`src/dac_mode_cfg.svh`:
```
// Purpose: Offsets, field positions and reset values of the mode control bank.
// Assumes: Byte address of a bank register is four times its register index.
// Notes: Definitions only; included by bare name.
`ifndef DAC_MODE_CFG_SVH
`define DAC_MODE_CFG_SVH

// ==========================================================================
// Register indices and software offsets
// ==========================================================================
`define IDX_SOFT_RESET 6'h12
`define IDX_OUTPUT_CTL 6'h13
`define IDX_FORMAT_CTL 6'h14
`define IDX_ZFLAG_CTL 6'h16
`define IDX_CTRL_WORD 6'h00
`define IDX_STATUS 6'h01

// ==========================================================================
// Control word layout
// ==========================================================================
`define WORD_ZERO_BIT 15
`define WORD_INDEX_LO 8
`define WORD_INDEX_HI 14

// ==========================================================================
// Field positions inside the data byte
// ==========================================================================
`define BIT_SOFT_RESET 7
`define BIT_LEFT_DISABLE 0
`define BIT_RIGHT_DISABLE 1
`define BIT_DEEMPH_ENABLE 4
`define BIT_DEEMPH_RATE_LO 5
`define BIT_FORMAT_LO 0
`define BIT_ROLLOFF 5
`define BIT_PHASE_INVERT 0
`define BIT_ZFLAG_POLARITY 1
`define BIT_ZFLAG_COMBINE 2
`define BIT_STAT_ZERO_LEFT 0
`define BIT_STAT_ZERO_RIGHT 1
`define BIT_STAT_REJECTED 2

// ==========================================================================
// Reset values and writable-bit masks
// ==========================================================================
`define RST_OUTPUT_CTL 8'h00
`define RST_FORMAT_CTL 8'h05
`define RST_ZFLAG_CTL 8'h00
`define MASK_OUTPUT_CTL 8'h73
`define MASK_FORMAT_CTL 8'h27
`define MASK_ZFLAG_CTL 8'h07

`endif

```
`src/dac_mode_pkg.sv`:
```
// Purpose: Types shared by the mode control bank, its assertions and its bench.
// Assumes: Constants live in dac_mode_cfg.svh.
// Notes: Nothing here holds a number other than field widths and enum codes.
`default_nettype none
package dac_mode_pkg;

  // Serial audio format codes.
  typedef enum logic [2:0] {
    FMT_RJ24 = 3'b000,
    FMT_RJ20 = 3'b001,
    FMT_RJ18 = 3'b010,
    FMT_RJ16 = 3'b011,
    FMT_TWO_CH_BUS = 3'b100,
    FMT_LEFT_JUST = 3'b101,
    FMT_RSV6 = 3'b110,
    FMT_RSV7 = 3'b111
  } audio_format_e;

  // De-emphasis sampling frequency codes.
  typedef enum logic [1:0] {
    RATE_44K1 = 2'b00,
    RATE_48K = 2'b01,
    RATE_32K = 2'b10,
    RATE_RSV = 2'b11
  } deemph_rate_e;

  // Stored data bytes of the three mode registers.
  typedef struct packed {
    logic [7:0] outputCtl;
    logic [7:0] formatCtl;
    logic [7:0] zflagCtl;
  } ctrl_bank_s;

  // Settings that leave the bank for the filter path.
  typedef struct packed {
    logic deemphEnable;
    deemph_rate_e deemphRate;
    audio_format_e audioFormat;
    logic rolloffSlow;
  } filter_cfg_s;

endpackage

`default_nettype wire

```
`src/dac_mode_control.sv`:
```
// Purpose: Mode control bank of a stereo converter behind an Avalon-MM slave.
// Assumes: 20 MHz sys_clk; samples arrive already framed on the same clock.
// Notes: Software writes 16-bit control words or single data bytes per index.
//        Every access answers after exactly one wait state.
`timescale 1ns/1ps
`default_nettype none
`include "dac_mode_cfg.svh"

module dac_mode_control #(
  parameter int SAMPLE_W = 24
) (
  input wire logic sys_clk,
  input wire logic arst_n,
  input wire logic [7:0] avs_address,
  input wire logic avs_read,
  input wire logic avs_write,
  input wire logic [31:0] avs_writedata,
  input wire logic [3:0] avs_byteenable,
  output logic [31:0] avs_readdata,
  output logic avs_waitrequest,
  input wire logic [SAMPLE_W-1:0] leftSample,
  input wire logic [SAMPLE_W-1:0] rightSample,
  input wire logic sampleValid,
  output logic [SAMPLE_W-1:0] analogOutLeft,
  output logic [SAMPLE_W-1:0] analogOutRight,
  output logic zeroFlagRight,
  output logic zeroFlagLeft,
  output dac_mode_pkg::filter_cfg_s filterCfg,
  output logic [4:0] rightJustWordLength
);

  // ========================================================================
  // State
  // ========================================================================
  // All registered state of the bank outside the two channel stages sits in one struct.
  // The mode bytes hold only writable bits, so reserved bits read 0.
  // The ack bit is high for the one cycle in which a request is answered.
  // Read data is held here so it stands for the whole answer cycle.
  // Flag pins are registered so they never glitch while the polarity or
  // combine setting changes under them.
  typedef struct packed {
    dac_mode_pkg::ctrl_bank_s bank;
    logic ack;
    logic [31:0] readData;
    logic rejected;
    logic flagPin11;
    logic flagPin12;
  } bank_state_s;

  // Current and next copies of the whole state.
  bank_state_s state_reg;
  bank_state_s state_next;

  // Decode helpers and the zero detect of each channel stage.
  logic zeroLeft;
  logic zeroRight;
  logic [5:0] regIndex;
  logic aligned;
  logic accepted;

  // ========================================================================
  // Channel stages
  // ========================================================================
  // One stage per channel keeps both sides identical. Both share the
  // phase bit, since one setting inverts the whole stereo output.
  channel_output_stage #(
    .SAMPLE_W(SAMPLE_W)
  ) leftStage (
    .sys_clk(sys_clk),
    .arst_n(arst_n),
    .sampleIn(leftSample),
    .sampleValid(sampleValid),
    .outputDisable(state_reg.bank.outputCtl[`BIT_LEFT_DISABLE]),
    .phaseInvert(state_reg.bank.zflagCtl[`BIT_PHASE_INVERT]),
    .levelOut(analogOutLeft),
    .zeroDetect(zeroLeft)
  );

  // The right stage mirrors the left one.
  channel_output_stage #(
    .SAMPLE_W(SAMPLE_W)
  ) rightStage (
    .sys_clk(sys_clk),
    .arst_n(arst_n),
    .sampleIn(rightSample),
    .sampleValid(sampleValid),
    .outputDisable(state_reg.bank.outputCtl[`BIT_RIGHT_DISABLE]),
    .phaseInvert(state_reg.bank.zflagCtl[`BIT_PHASE_INVERT]),
    .levelOut(analogOutRight),
    .zeroDetect(zeroRight)
  );

  // ========================================================================
  // Bus decode
  // ========================================================================
  // Every access waits exactly one cycle, so read data is always registered.
  // That halves the peak bus rate but keeps the read mux out of any
  // path from the address pins to the read data pins.
  // Address bits below the word carry no index and must be zero.
  // Waitrequest rises with the request and falls once ack is set.
  assign regIndex = avs_address[7:2];
  assign aligned = (avs_address[1:0] == 2'b00);
  assign accepted = (avs_read || avs_write) && state_reg.ack;
  assign avs_waitrequest = (avs_read || avs_write) && !state_reg.ack;

  // Applies one data byte to the addressed index; unknown indices are ignored.
  // Both write ports share this decode, so a soft reset sent in a control
  // word acts exactly like one sent as a byte.
  // Masking keeps reserved bits at zero even if a writer sets them.
  // Unmapped indices fall through to the default and change nothing.
  function automatic dac_mode_pkg::ctrl_bank_s applyByte(
    input dac_mode_pkg::ctrl_bank_s cur,
    input logic [5:0] idx,
    input logic [7:0] data
  );
    dac_mode_pkg::ctrl_bank_s res;
    res = cur;
    unique case (idx)
      `IDX_SOFT_RESET: begin
        if (data[`BIT_SOFT_RESET]) begin
          res.outputCtl = `RST_OUTPUT_CTL;
          res.formatCtl = `RST_FORMAT_CTL;
          res.zflagCtl = `RST_ZFLAG_CTL;
        end
      end
      `IDX_OUTPUT_CTL: res.outputCtl = data & `MASK_OUTPUT_CTL;
      `IDX_FORMAT_CTL: res.formatCtl = data & `MASK_FORMAT_CTL;
      `IDX_ZFLAG_CTL: res.zflagCtl = data & `MASK_ZFLAG_CTL;
      default: res = cur;
    endcase
    return res;
  endfunction

  // Read view of an index: stored bytes, status, or zero when unmapped.
  // The soft reset index reads zero, since its bit clears itself at once.
  function automatic logic [31:0] readView(
    input bank_state_s cur,
    input logic [5:0] idx,
    input logic zl,
    input logic zr
  );
    logic [31:0] res;
    res = 32'h0000_0000;
    unique case (idx)
      `IDX_OUTPUT_CTL: res[7:0] = cur.bank.outputCtl;
      `IDX_FORMAT_CTL: res[7:0] = cur.bank.formatCtl;
      `IDX_ZFLAG_CTL: res[7:0] = cur.bank.zflagCtl;
      `IDX_STATUS: begin
        res[`BIT_STAT_ZERO_LEFT] = zl;
        res[`BIT_STAT_ZERO_RIGHT] = zr;
        res[`BIT_STAT_REJECTED] = cur.rejected;
      end
      default: res = 32'h0000_0000;
    endcase
    return res;
  endfunction

  // ========================================================================
  // Next state
  // ========================================================================
  always_comb begin
    logic wordOk;
    logic [15:0] word;
    logic setRejected;
    logic clrRejected;
    logic [5:0] wordIdx;
    wordOk = 1'b0;
    wordIdx = 6'h3f;
    word = avs_writedata[15:0];
    setRejected = 1'b0;
    clrRejected = 1'b0;
    // Every field keeps its value unless a branch below replaces it.
    state_next = state_reg;

    // Ack pulses for one cycle after each request cycle that waited.
    // A request left up past its answer would start a second access.
    state_next.ack = (avs_read || avs_write) && !state_reg.ack;

    // Read data is captured in the wait cycle and stands during the answer.
    // Unaligned reads answer zero.
    if (avs_read && !state_reg.ack) begin
      state_next.readData = aligned ? readView(state_reg, regIndex, zeroLeft, zeroRight)
                                    : 32'h0000_0000;
    end

    // Writes take effect only on the edge where waitrequest is low.
    // A control word needs both low lanes, as index and data travel together.
    // A byte write uses lane 0 only; the other lanes carry nothing here.
    if (avs_write && accepted && aligned) begin
      if (regIndex == `IDX_CTRL_WORD) begin
        if (avs_byteenable[1:0] == 2'b11) begin
          wordOk = (word[`WORD_ZERO_BIT] == 1'b0);
          setRejected = !wordOk;
          // Indices beyond six bits land on an unmapped slot and are dropped.
          if (word[`WORD_INDEX_HI] == 1'b0) begin
            wordIdx = word[`WORD_INDEX_HI - 1:`WORD_INDEX_LO];
          end
          if (wordOk) begin
            state_next.bank = applyByte(state_reg.bank, wordIdx, word[7:0]);
          end
        end
      end else if (regIndex == `IDX_STATUS) begin
        // Writing one to the rejected bit clears it; the rest is read-only.
        clrRejected = avs_byteenable[0] && avs_writedata[`BIT_STAT_REJECTED];
      end else if (avs_byteenable[0]) begin
        state_next.bank = applyByte(state_reg.bank, regIndex, avs_writedata[7:0]);
      end
    end

    // A rejected word arriving with a clear still leaves the flag set.
    // The flag stays set until software clears it, so no refusal is missed.
    if (setRejected) begin
      state_next.rejected = 1'b1;
    end else if (clrRejected) begin
      state_next.rejected = 1'b0;
    end

    // Zero flag pins follow polarity and combine settings of the live bank.
    // In combined mode the spare pin is held low whatever the polarity, so
    // a board that leaves it open sees no toggling.
    // The pins lag the stage outputs by one cycle.
    if (state_reg.bank.zflagCtl[`BIT_ZFLAG_COMBINE]) begin
      state_next.flagPin11 = (zeroLeft && zeroRight)
                             ^ state_reg.bank.zflagCtl[`BIT_ZFLAG_POLARITY];
      state_next.flagPin12 = 1'b0;
    end else begin
      state_next.flagPin11 = zeroRight
                             ^ state_reg.bank.zflagCtl[`BIT_ZFLAG_POLARITY];
      state_next.flagPin12 = zeroLeft
                             ^ state_reg.bank.zflagCtl[`BIT_ZFLAG_POLARITY];
    end
  end

  // ========================================================================
  // State register
  // ========================================================================
  // Reset loads the default settings; the soft reset path loads the same.
  // Only power-on reset is asynchronous; the soft reset acts through the
  // next state logic, which keeps data out of the reset tree.
  always_ff @(posedge sys_clk or negedge arst_n) begin
    if (!arst_n) begin
      state_reg.bank.outputCtl <= `RST_OUTPUT_CTL;
      state_reg.bank.formatCtl <= `RST_FORMAT_CTL;
      state_reg.bank.zflagCtl <= `RST_ZFLAG_CTL;
      state_reg.ack <= 1'b0;
      state_reg.readData <= 32'h0000_0000;
      state_reg.rejected <= 1'b0;
      state_reg.flagPin11 <= 1'b0;
      state_reg.flagPin12 <= 1'b0;
    end else begin
      state_reg <= state_next;
    end
  end

  // ========================================================================
  // Outputs
  // ========================================================================
  // Read data and flag pins come straight from flip-flops; of the bus outputs only waitrequest
  // is combinational, as the handshake needs it in the request cycle.
  assign avs_readdata = state_reg.readData;
  assign zeroFlagRight = state_reg.flagPin11;
  assign zeroFlagLeft = state_reg.flagPin12;

  // Filter path settings decode straight from the stored bytes.
  // Reserved rate and format codes pass out unchanged; the filter path
  // decides what to do with them.
  always_comb begin
    filterCfg.deemphEnable = state_reg.bank.outputCtl[`BIT_DEEMPH_ENABLE];
    filterCfg.deemphRate = dac_mode_pkg::deemph_rate_e'(
      state_reg.bank.outputCtl[`BIT_DEEMPH_RATE_LO +: 2]);
    filterCfg.audioFormat = dac_mode_pkg::audio_format_e'(
      state_reg.bank.formatCtl[`BIT_FORMAT_LO +: 3]);
    filterCfg.rolloffSlow = state_reg.bank.formatCtl[`BIT_ROLLOFF];
  end

  // Word length of right-justified codes; zero marks a framed format.
  // Framed formats take their length from the frame, not from here.
  // Reserved codes also report zero.
  always_comb begin
    unique case (filterCfg.audioFormat)
      dac_mode_pkg::FMT_RJ24: rightJustWordLength = 5'h18;
      dac_mode_pkg::FMT_RJ20: rightJustWordLength = 5'h14;
      dac_mode_pkg::FMT_RJ18: rightJustWordLength = 5'h12;
      dac_mode_pkg::FMT_RJ16: rightJustWordLength = 5'h10;
      default: rightJustWordLength = 5'h00;
    endcase
  end

endmodule

`default_nettype wire

```
`src/channel_output_stage.sv`:
```
// Purpose: One output channel: disable to bipolar zero, phase invert, zero detect.
// Assumes: Samples are two's complement, centred on zero, on the system clock.
// Notes: Both channels use this module; the bank instantiates it twice.
`timescale 1ns/1ps
`default_nettype none

module channel_output_stage #(
  parameter int SAMPLE_W = 24
) (
  input wire logic sys_clk,
  input wire logic arst_n,
  input wire logic [SAMPLE_W-1:0] sampleIn,
  input wire logic sampleValid,
  input wire logic outputDisable,
  input wire logic phaseInvert,
  output logic [SAMPLE_W-1:0] levelOut,
  output logic zeroDetect
);

  typedef struct packed {
    logic [SAMPLE_W-1:0] level;
    logic zero;
  } stage_s;

  localparam logic [SAMPLE_W-1:0] MOST_NEG = {1'b1, {(SAMPLE_W-1){1'b0}}};
  localparam logic [SAMPLE_W-1:0] MOST_POS = {1'b0, {(SAMPLE_W-1){1'b1}}};

  stage_s state_reg;
  stage_s state_next;

  // Negating the most negative code would wrap, so it saturates instead.
  always_comb begin
    state_next = state_reg;
    if (sampleValid) begin
      state_next.zero = (sampleIn == '0);
      if (outputDisable) begin
        state_next.level = '0;
      end else if (phaseInvert) begin
        state_next.level = (sampleIn == MOST_NEG) ? MOST_POS : -sampleIn;
      end else begin
        state_next.level = sampleIn;
      end
    end else if (outputDisable) begin
      state_next.level = '0;
    end
  end

  // State register; a disabled channel rests at bipolar zero from reset.
  always_ff @(posedge sys_clk or negedge arst_n) begin
    if (!arst_n) begin
      state_reg <= '0;
    end else begin
      state_reg <= state_next;
    end
  end

  assign levelOut = state_reg.level;
  assign zeroDetect = state_reg.zero;

endmodule

`default_nettype wire

```
`config.mk`:
```
export PLATFORM = sky130hd
export DESIGN_NAME = dac_mode_control
export DESIGN_NICKNAME = d
export VERILOG_FILES = /design/src/dac_mode_pkg.sv /design/src/dac_mode_control.sv /design/src/channel_output_stage.sv
export VERILOG_INCLUDE_DIRS = /design/src
export SDC_FILE = /design/constraint.sdc
export NUM_CORES = 1
export LEC_CHECK = 0
export BUFFER_PORTS_ARGS = -buffer_cell sky130_fd_sc_hd__buf_2
export CORE_MARGIN = 8
export CORE_UTILIZATION = 54
export DETAILED_ROUTE_END_ITERATION = 16
export PLACE_DENSITY = 0.95
export SLEW_MARGIN = 25
export SYNTH_ARGS = -nofsm -noshare
export SYNTH_HDL_FRONTEND = slang
export SYNTH_SLANG_ARGS = --single-unit
export TNS_END_PERCENT = 100
```
`constraint.sdc`:
```
create_clock -name sys_clk -period 4.3 [get_ports sys_clk]
set_input_delay 0.86 -clock sys_clk [delete_from_list [all_inputs] [get_ports sys_clk]]
set_output_delay 0.86 -clock sys_clk [all_outputs]
set_load 0.01 [all_outputs]
```
# Word level (Yosys, flattened, before mapping)
# Cells that the tools add are included.
[op_classes]
addsub = 2
eq_ne = 21
mux = 39
bitwise = 3
reduce_logical = 24
[ops]
columns = ["op", "count"]
rows = [
  ["$mux W24", 16],
  ["$pmux W8 S2", 6],
  ["$eq A24 B24 Y1 const B", 2],
  ["$eq A6 B5 Y1 const B", 8],
  ["$logic_not A24 Y1", 2],
  ["$neg A24 Y24", 2],
  ["$mux W6", 4],
  ["$reduce_and A7 Y1", 3],
  ["$pmux W5 S4", 1],
  ["$pmux W5 S3", 1],
  ["$pmux W3 S4", 1],
  ["$ne A3 B1 Y1 const B", 3],
  ["$reduce_bool A3 Y1", 3],
  ["$mux W1", 8],
  ["$mux W8", 1],
  ["$reduce_bool A2 Y1", 4],
  ["$logic_and A1 B1 Y1", 7],
  ["$eq A3 B2 Y1 const B", 2],
  ["$eq A6 B1 Y1 const B", 1],
  ["$logic_not A6 Y1", 1],
  ["$ne A2 B2 Y1 const B", 2],
  ["$eq A3 B1 Y1 const B", 1],
  ["$logic_not A3 Y1", 1],
  ["$xor A1 B1 Y1", 3],
  ["other kinds (6)", 6],
]
[word_totals]
ff_bits = 110
output_inout_bits = 95
wordCells = 101

# Logic depth before layout (Yosys ltp)
# Gate-level depths: netlist of run 1.
[depth]
depth_word = 10
ltp_mapped = 7
depth_no_buf = 7

# Cells and area by module
# A second synthesis of run 1 with hierarchy kept.
[unflattened]
hier_cells = 524
area_unflattened_um2 = 5205.0
[by_module_without_submodules]
columns = ["mod", "instances", "cells_each", "area_each_um2"]
rows = [
  ["channel_output_stage", 2, 160, 1549.0],
  ["dac_mode_control", 1, 204, 2107.0],
]

# Worst setup path after synthesis of run 1
# No wires, ideal clock.
[synth_timing]
kind = "input to register"
startpoint = "input port avs_writedata[14]"
endpoint = "register state_reg (netlist bit filterCfg[4])"
setup_time_ps = 121
arrival_ps = 2544
t_required_ps = 4179
slack_ps = 1635
stages = 6
path_buffers = 1
path_cell_list = "or4b_4 or2_1 o31a_1 or3_1 buf_6 a22o_1"
[synth_between]
elab_chain_len = 9
word_cells_on_any_way = 12
cone_classes = "eq/ne: 3; mux: 8; reduce/logical: 1"
[synth_rtl]
columns = ["element", "line", "source"]
rows = [
  ["start: declaration", "dac_mode_control.sv:17", "input wire logic [31:0] avs_writedata,"],
  ["$mux W6 (*)", "dac_mode_control.sv:195", "if (word[`WORD_INDEX_HI] == 1'b0) begin"],
  ["$mux W6 (*)", "dac_mode_control.sv:191", "if (avs_byteenable[1:0] == 2'b11) begin"],
  ["$mux W6 (*)", "dac_mode_control.sv:190", "if (regIndex == `IDX_CTRL_WORD) begin"],
  ["$mux W6 (*)", "dac_mode_control.sv:189", "if (avs_write && accepted && aligned) begin"],
  ["$eq A6 B5 Y1", "dac_mode_control.sv:118", "unique case (idx)"],
  ["$pmux W8 S2", "dac_mode_control.sv:118", ""],
  ["$mux W24", "dac_mode_control.sv:198", "if (wordOk) begin"],
  ["$mux W24", "dac_mode_control.sv:191", ""],
  ["$mux W24", "dac_mode_control.sv:190", ""],
  ["end signal: assignment", "dac_mode_control.sv:251", "state_reg <= state_next;"],
  ["end: declaration", "dac_mode_control.sv:51", "bank_state_s state_reg;"],
]
# Every way passes the cells marked *; elsewhere a longest branch is shown, timed or not. The select of a mux whose other input is x is not followed.
# A chain may end at the register's enable or synchronous reset.

# Worst setup path in the final report of run 1
[layout_timing]
startpoint = "input port rightSample[3]"
endpoint = "register rightStage.state_reg (netlist bit rightStage.levelOut[21])"
[layout_between]
elab_chain_len = 5
word_cells_on_any_way = 6
cone_classes = "add/sub: 1; eq/ne: 1; mux: 4"
[layout_rtl]
columns = ["element", "line", "source"]
rows = [
  ["start: declaration", "dac_mode_control.sv:22", "input wire logic [SAMPLE_W-1:0] rightSample,"],
  ["$neg A24 Y24 or $eq A24 B24 Y1 (tied branches)", "channel_output_stage.sv:39", "state_next.level = (sampleIn == MOST_NEG) ? MOST_POS : -sampleIn;"],
  ["$mux W24 (*)", "channel_output_stage.sv:39", ""],
  ["$mux W24 (*)", "channel_output_stage.sv:38", "end else if (phaseInvert) begin"],
  ["$mux W24 (*)", "channel_output_stage.sv:36", "if (outputDisable) begin"],
  ["$mux W24 (*)", "channel_output_stage.sv:34", "if (sampleValid) begin"],
  ["end signal: assignment", "channel_output_stage.sv:53", "state_reg <= state_next;"],
  ["end: declaration", "channel_output_stage.sv:28", "stage_s state_reg;"],
]
# Every way passes the cells marked *; elsewhere a longest branch is shown, timed or not.

==> flow_summary.toml, run 1 <==
[final_layout]
final_common_cell = "buf_2"
drive_above_1_share = 0.266
syn2layout_area_growth_pct = 15.6
finalInstanceArea_mm2 = 0.00578
mostFrequentLayoutCells = "buf_2, dfrtp_1, nor2_1"
n_antenna_cell = 0
fill_cells = 753
final_nets = 751
final_util = 0.635

[timing]
tightest_slew_ps = 1020
min_period_over_period = 0.708
slew_viol_final = 0
hold_viol = 0
finalHoldWorstSlack_ps = 475
rsz0062_at_grt = "false"
skew_ps = 17.6
maxSlewHeadroom = 0.323
fin_crit_ps = 3050
fin_setup_tns_ps = 0
setup_viol = 0
fin_ws_ps = 1250
max_freq_mhz = 328

[routing]
via_count = 4543
wl_per_cell_um = 17.8
drcViolationCount = 0
routed_wl_um = 13700
avgViaCountPerCell = 5.92
drt-initial-drc-count = 255
drtPass1Iterations = 5
ant_nets = 0

[pwr]
leakagePower_uw = 0.00257
p_seq_frac = 0.502
p_sw_uw = 501
ir_drop_uv = 210
power_density_mw_per_mm2 = 303
pwr-share-clk = 0.335
power.internal_uw = 1250
sw_frac_of_total = 0.286
pwr-share-comb = 0.162

[logic_synthesis]
ys.flop_type = "dfrtp_1"
yosysSeqAreaShare = 0.431
synth-edff-count = 0
syn_area_per_cell_um2 = 9.36
async_flop_share = 1.00
synth_area_mm2 = 0.00500
syn_inst = 534
ys_types = 59
synth_seq_cells = 86
yosysWarnings = 0

[critical_path]
start_kind = "input pin"
reg2reg_depth = 5
crit_arrival_ps = 3330
crit_type = "input pin to flip-flop"
crit_path_end_kind = "flip-flop"
timing.critical_path.required_ps = 4590
critPathMaxFanout = 23

[die]
coreArea_mm2 = 0.00911
io_pins = 192
fp.dieH_um = 112
rows = 35
start_util = 0.549
die_area_mm2 = 0.0126
die_w_um = 112

[placed_design]
routabilityCongestion = 0.877
preCtsSetupSlack_ps = 995
io_buffers = 147
dpl_cell_area_mm2 = 0.00557
place_hpwl_um = 10200

[global_route]
grt_antenna_before_repair = 0
grt_first_pass_wirelength_um = 22600
gr-total-overflow = 0
grt_max_degree = 87
gr-usage-all-layers = 0.215
grt_pass1_vias = 4681

[clocking]
cts-root-buf = "clkbuf_8"
cts_tree = "yes"
cts_made_buffers = 9
cts-resized-gates = 0
clkTransAtPathRegs_ps = 90
h-tree-depth = 3
clock_sinks = 86
cts_max_path_buffers = 2
cts_setup_buffers = 0
ctsHoldBuffers = 0
clock_latency_ps = 360

[run]
drv_cap = 0

[worst_hold_path]
min_path_type = "flip-flop to flip-flop"
hold_depth = 1

[run_status]
status = "completed"
through the flow:
step,total power [uW],instances
floorplan,1050,558
global placement,1160,752
detailed placement,1180,752
CTS,1760,768
global route,1830,768
finish,1750,768
worst paths after layout:
kind,startpoint,endpoint,slack [ps]
worst max-delay path,rightSample[3],rightStage.levelOut[21],1250
worst min-delay path,state_reg[35],state_reg[35],470
worst max register to register,state_reg[36],leftStage.levelOut[23],1870
worst min register to register,state_reg[35],state_reg[35],470
max in group asynchronous,arst_n,state_reg[41],3220
min in group asynchronous,arst_n,rightStage.levelOut[8],550
final cells by class:
class	instances	area [um2]	area share
tap	111	139	0.0240
inverter	12	45.0	0.00779
clock inverter	6	68.8	0.0119
multi-input combinational	394	2480	0.429
timing repair buffer	149	757	0.131
clock buffer	10	138	0.0238
sequential	86	2150	0.373
worst max-delay path, cell delays in order:
cell and delay [ps]:
buf_2 120, nor4_1 620, nand4_1 440, o31a_1 720, a211oi_1 410, a311o_1 160
synthesized netlist by cell type (all sizes together), types with 11 or more instances:
master   n  share of area
nand2   33          0.025
clkbuf  16          0.012
nor2    67          0.050
o21ai   20          0.020
inv     11         0.0083
dfrtp   84           0.42
a211oi  44          0.066
buf     50          0.070
and2    15          0.020
xor2    34          0.060
o31ai   13          0.020
a22o    13          0.023
nor3    12          0.012
routing by layer:
metal  global-route usage  wire, um  up-vias
li1                     -         -     2103
met1                0.268      5730     2198
met2                0.358      6600      220
met3               0.0531      1110       22
met4               0.0728       238        0
met5                    0         0        -
kinds of logic after synthesis:
logic type	after synthesis	synth area share
mux	10	0.0205
fa+ha+maj	2	0.00501
xor+xnor	42	0.0736
simple gates	178	0.175
other cells	1	0.000750
buf+inv	78	0.0911
compound gates	137	0.203
flops	86	0.431
power groups by stage:
| stage | Clock [uW] | Combinational (uW) | Sequential, uW |
|---|---|---|---|
| after floorplan | 0 | 138 | 911 |
| after global placement | 0 | 271 | 893 |
| after detailed placement | 0 | 283 | 895 |
| after CTS | 597 | 284 | 880 |
| after global routing | 634 | 314 | 885 |
| final | 587 | 285 | 880 |
Note: power is estimated with default switching activity, not from simulation.
==> inputs of run 2 (changes only) <==
CORE_UTILIZATION = 50   (was 54)
PLACE_DENSITY = 0.92   (was 0.95)
clock period = 2.9 ns   (was 4.3 ns; I/O delays follow)
==> flow_summary.toml, run 2 (synthesis results as in run 1) <==
[run_status]
status = "completed"

[placed_design]
preCtsSetupSlack_ps = 201
place_inst = 781
place_hpwl_um = 10400
io_buffers = 147
routabilityCongestion = 0.916

[timing]
hold_viol = 0
min_period_over_period = 0.833
max_freq_mhz = 414
fin_setup_tns_ps = 0
fin_crit_ps = 2420
setup_viol = 0
tightest_slew_ps = 996
maxSlewHeadroom = 0.336
skew_ps = 8.08
fin_ws_ps = 484
slew_viol_final = 0
rsz0062_at_grt = "false"

[routing]
drcViolationCount = 0
drtPass1Iterations = 5
avgViaCountPerCell = 5.78
via_count = 4609
ant_nets = 0
routed_wl_um = 13900
wl_per_cell_um = 17.5
drt-initial-drc-count = 406

[clocking]
cts-resized-gates = 0
cts_tree = "yes"
cts-root-buf = "clkbuf_8"
clock_sinks = 86
cts_setup_buffers = 0
cts_max_path_buffers = 2
clock_latency_ps = 350
ctsHoldBuffers = 0
cts_made_buffers = 9
h-tree-depth = 3
clkTransAtPathRegs_ps = 90

[critical_path]
critPathMaxFanout = 8
crit_chain = "buf_2, nor3_1, nand4b_1, o32ai_1, o2111ai_1, a22o_1"
crit_path_end_kind = "flip-flop"
slowest_delay_ps = 540
crit_type = "input pin to flip-flop"
slowest_stage = "nor3_1"
crit_arrival_ps = 2660
timing.critical_path.required_ps = 3140
start_kind = "input pin"

[die]
io_pins = 192
fp.dieH_um = 116
start_util = 0.514
die_area_mm2 = 0.0135
rows = 36
die_w_um = 116
coreArea_mm2 = 0.00973

[final_layout]
stdcell_count = 797
final_util = 0.600
syn2layout_area_growth_pct = 16.7
fill_cells = 832
final_common_cell = "buf_2"
drive_above_1_share = 0.274
mostFrequentLayoutCells = "buf_2, dfrtp_1, nor2_1"
final_nets = 758
n_antenna_cell = 0
multiInputGateArea_mm2 = 0.00248
regArea_mm2 = 0.00215

[pwr]
ir_drop_uv = 194
leakagePower_uw = 0.00259
power_density_mw_per_mm2 = 432
p_total_uw = 2520

[global_route]
grt_pass1_vias = 4641
gr-usage-all-layers = 0.206
gr-total-overflow = 0
grt_first_pass_wirelength_um = 22400
grt_max_degree = 87
grt_antenna_before_repair = 0

[worst_hold_path]
min_path_type = "input pin to asynchronous set/reset pin"

[run]
drv_cap = 0
==> run 2: changes by cell type in the layout (fill, tap and decap cells not counted) <==
cell	before	now
buf_4	2	9
clkinv_4	2	0
clkinvlp_4	1	3
bufinv_16	1	0
clkbuf_8	10	9
inv_6	1	2
inv_8	0	1
==> run 2: cell type report <==
| type | count | share of cell area |
|---|---|---|
| multi-input cells | 394 | 0.425 |
| flip-flops and latches | 86 | 0.369 |
| repair buffers | 156 | 0.139 |
| well taps | 133 | 0.0285 |
| clock buffers | 9 | 0.0212 |
| clock inverters | 7 | 0.00965 |
| inverters | 12 | 0.00772 |
==> run 2: critical path, delay by kind of cell <==
family,cells,cell delay (ps)
compound gates,3,1190
simple gates,2,750
buf+inv,1,130
==> run 2: through the flow <==
step                hold WS (ps)  cell area (um2)
floorplan                    284             5090
global placement             442             5650
detailed placement           457             5650
CTS                          423             5830
global route                 328             5830
finish                       276             5830
==> run 2: per-layer routing <==
layer	GRT usage	vias to the layer above	wire [um]
met5	0	-	0
met4	0.0717	0	231
met3	0.0479	25	1300
met2	0.334	244	6690
met1	0.265	2214	5720
li1	-	2126	-
==> run 2: worst paths after layout <==
| path | startpoint | to | slack, ps | cells past startpoint |
|---|---|---|---|---|
| worst max-delay path | avs_address[4] | filterCfg[2] | 480 | 6 |
| worst min-delay path | arst_n | rightStage.levelOut[8] | 280 | 1 |
| worst max register to register | state_reg[36] | leftStage.levelOut[3] | 730 | 3 |
| worst min register to register | state_reg[35] | state_reg[35] | 460 | 1 |
| max in group asynchronous | arst_n | state_reg[41] | 2090 | 1 |
| min in group sys_clk | avs_writedata[6] | filterCfg[5] | 440 | 2 |
==> run 2: where the power goes <==
part	total [uW]	leakage (uW)	internal [uW]	switching (uW)
Clock	790	0.0000842	322	468
Combinational	425	0.00144	166	259
Sequential	1300	0.00106	1260	40.2
==> inputs of run 3 (changes only) <==
ABC_AREA = 1   (was default)
CORE_UTILIZATION = 52   (was 50)
clock period = 2.35 ns   (was 2.9 ns; I/O delays follow)
==> flow_summary.toml, run 3 <==
[final_layout]
final_nets = 1174
mostFrequentLayoutCells = "nand2_1, buf_2, nor2_1"
fill_cells = 1057
final_common_cell = "nand2_1"
drive_above_1_share = 0.198
multiInputGateArea_mm2 = 0.00328
regArea_mm2 = 0.00215
syn2layout_area_growth_pct = 16.2
finalInstanceArea_mm2 = 0.00714
n_antenna_cell = 0

[logic_synthesis]
ys_types = 43
synth_common_cells = "nand2_1, nor2_1, inv_1, dfrtp_1, nand3_1"
yosysMostFrequentCell = "nand2_1"
async_flop_share = 1.00
yosysWarnings = 0
yosys.area.top_type = "dfrtp_1"
synth_top_area_frac = 0.342
synth_area_mm2 = 0.00615
syn_area_per_cell_um2 = 6.51
synth-edff-count = 0
ys.flop_type = "dfrtp_1"
synth_seq_cells = 86
yosysSeqAreaShare = 0.351
syn_inst = 944
synth.area.top_cells = "dfrtp_1, nand2_1, nand3_1"

[run_status]
status = "completed"

[critical_path]
crit_path_end_kind = "flip-flop"
crit_family = "simple AND/OR/NAND/NOR gates"
crit_type = "input pin to flip-flop"
r2r_setup_slack_ps = 610
path_buf_inv = 3
slowest_delay_ps = 280
start_kind = "input pin"
slowest_stage = "nand2_2"
timing.critical_path.required_ps = 2630
critPathMaxFanout = 23
cp_common_cell = "nand2_1"
crit_chain = "buf_2, inv_1, ha_1, nand2_1, nor2_2, nand4_2, inv_1, nand2_2, nand3_1, nand2_1, nand2_1"
crit_arrival_ps = 2040

[placed_design]
io_buffers = 147
dpl_cell_area_mm2 = 0.00683
place_hpwl_um = 13400
routabilityCongestion = 0.955

[global_route]
gr-usage-all-layers = 0.219
grt_first_pass_wirelength_um = 28900
grt_pass1_vias = 6002
grt_max_degree = 37
gr-total-overflow = 0
grt_antenna_before_repair = 0

[timing]
maxSlewHeadroom = 0.605
tightest_slew_ps = 588
slew_viol_final = 0
max_freq_mhz = 567
setup_viol = 0
hold_viol = 0
min_period_over_period = 0.750
finalHoldWorstSlack_ps = 63.7
rsz0062_at_grt = "false"
fin_crit_ps = 1760
skew_ps = 7.07
fin_setup_tns_ps = 0

[run]
drv_cap = 0

[clocking]
cts_setup_buffers = 0
clkTransAtPathRegs_ps = 70
cts_made_buffers = 9
clock_latency_ps = 340
cts-resized-gates = 0
cts_max_path_buffers = 2
ctsHoldBuffers = 0
h-tree-depth = 3
clock_sinks = 86
cts-root-buf = "clkbuf_16"
cts_tree = "yes"

[routing]
wl_per_cell_um = 14.2
drtPass1Iterations = 5
via_count = 6308
drt-initial-drc-count = 584
avgViaCountPerCell = 5.16
drcViolationCount = 0
ant_nets = 0
routed_wl_um = 17400

[pwr]
leakagePower_uw = 0.00410
ir_drop_uv = 309
power_density_mw_per_mm2 = 520

[die]
start_util = 0.536
rows = 39
die_w_um = 125
coreArea_mm2 = 0.0115
die_area_mm2 = 0.0156
fp.dieH_um = 125
io_pins = 192

[worst_hold_path]
min_path_type = "input pin to asynchronous set/reset pin"
-- run 3: worst paths after layout --
check                          startpoint                 endpoint  cells past startpoint
max                         leftSample[0]    leftStage.levelOut[8]                     11
min                                arst_n          avs_readdata[0]                      1
max reg2reg                 state_reg[36]  rightStage.levelOut[23]                      5
min reg2reg                 state_reg[38]            state_reg[38]                      2
max in group asynchronous          arst_n   leftStage.levelOut[22]                      2
min in group sys_clk       rightSample[0]   rightStage.levelOut[0]                      3
-- run 3: per-stage QoR --
step           total power, uW   util  setup WS, ps  instances
3_3_place_gp              2220  0.596           304       1207
5_1_grt                   3890  0.623           405       1223
2_1_floorplan             1980      -           750        968
3_5_place_dp              2240  0.596           264       1207
4_1_cts                   3750  0.623           620       1223
6_report                  3710  0.623           588       1223
-- run 3: kinds of logic after synthesis --
logic type	Yosys count	share of synthesized area
other cells	1	0.000610
simple gates	588	0.414
buf+inv	162	0.130
xor+xnor	12	0.0171
compound gates	93	0.0841
fa+ha+maj	2	0.00407
flops	86	0.351
-- run 3: area by class of cell --
type,count,share of cell area
repair buffers,158,0.117
clock inverters,6,0.0103
inverters,100,0.0532
multi-input cells,720,0.460
flip-flops and latches,86,0.302
well taps,143,0.0250
clock buffers,10,0.0335
-- run 3: layer usage --
| metal | global-route usage | part of all wire |
|---|---|---|
| met1 | 0.276 | 0.44 |
| met2 | 0.354 | 0.47 |
| met3 | 0.0583 | 0.073 |
| met4 | 0.0737 | 0.018 |
| met5 | 0 | 0 |
-- run 3: power breakdown --
group | total, uW | switching (uW) | internal (uW)
Combinational | 597 | 384 | 213
Sequential | 1610 | 49.1 | 1570
Clock | 1500 | 632 | 870
Total | 3710 | 1070 | 2650
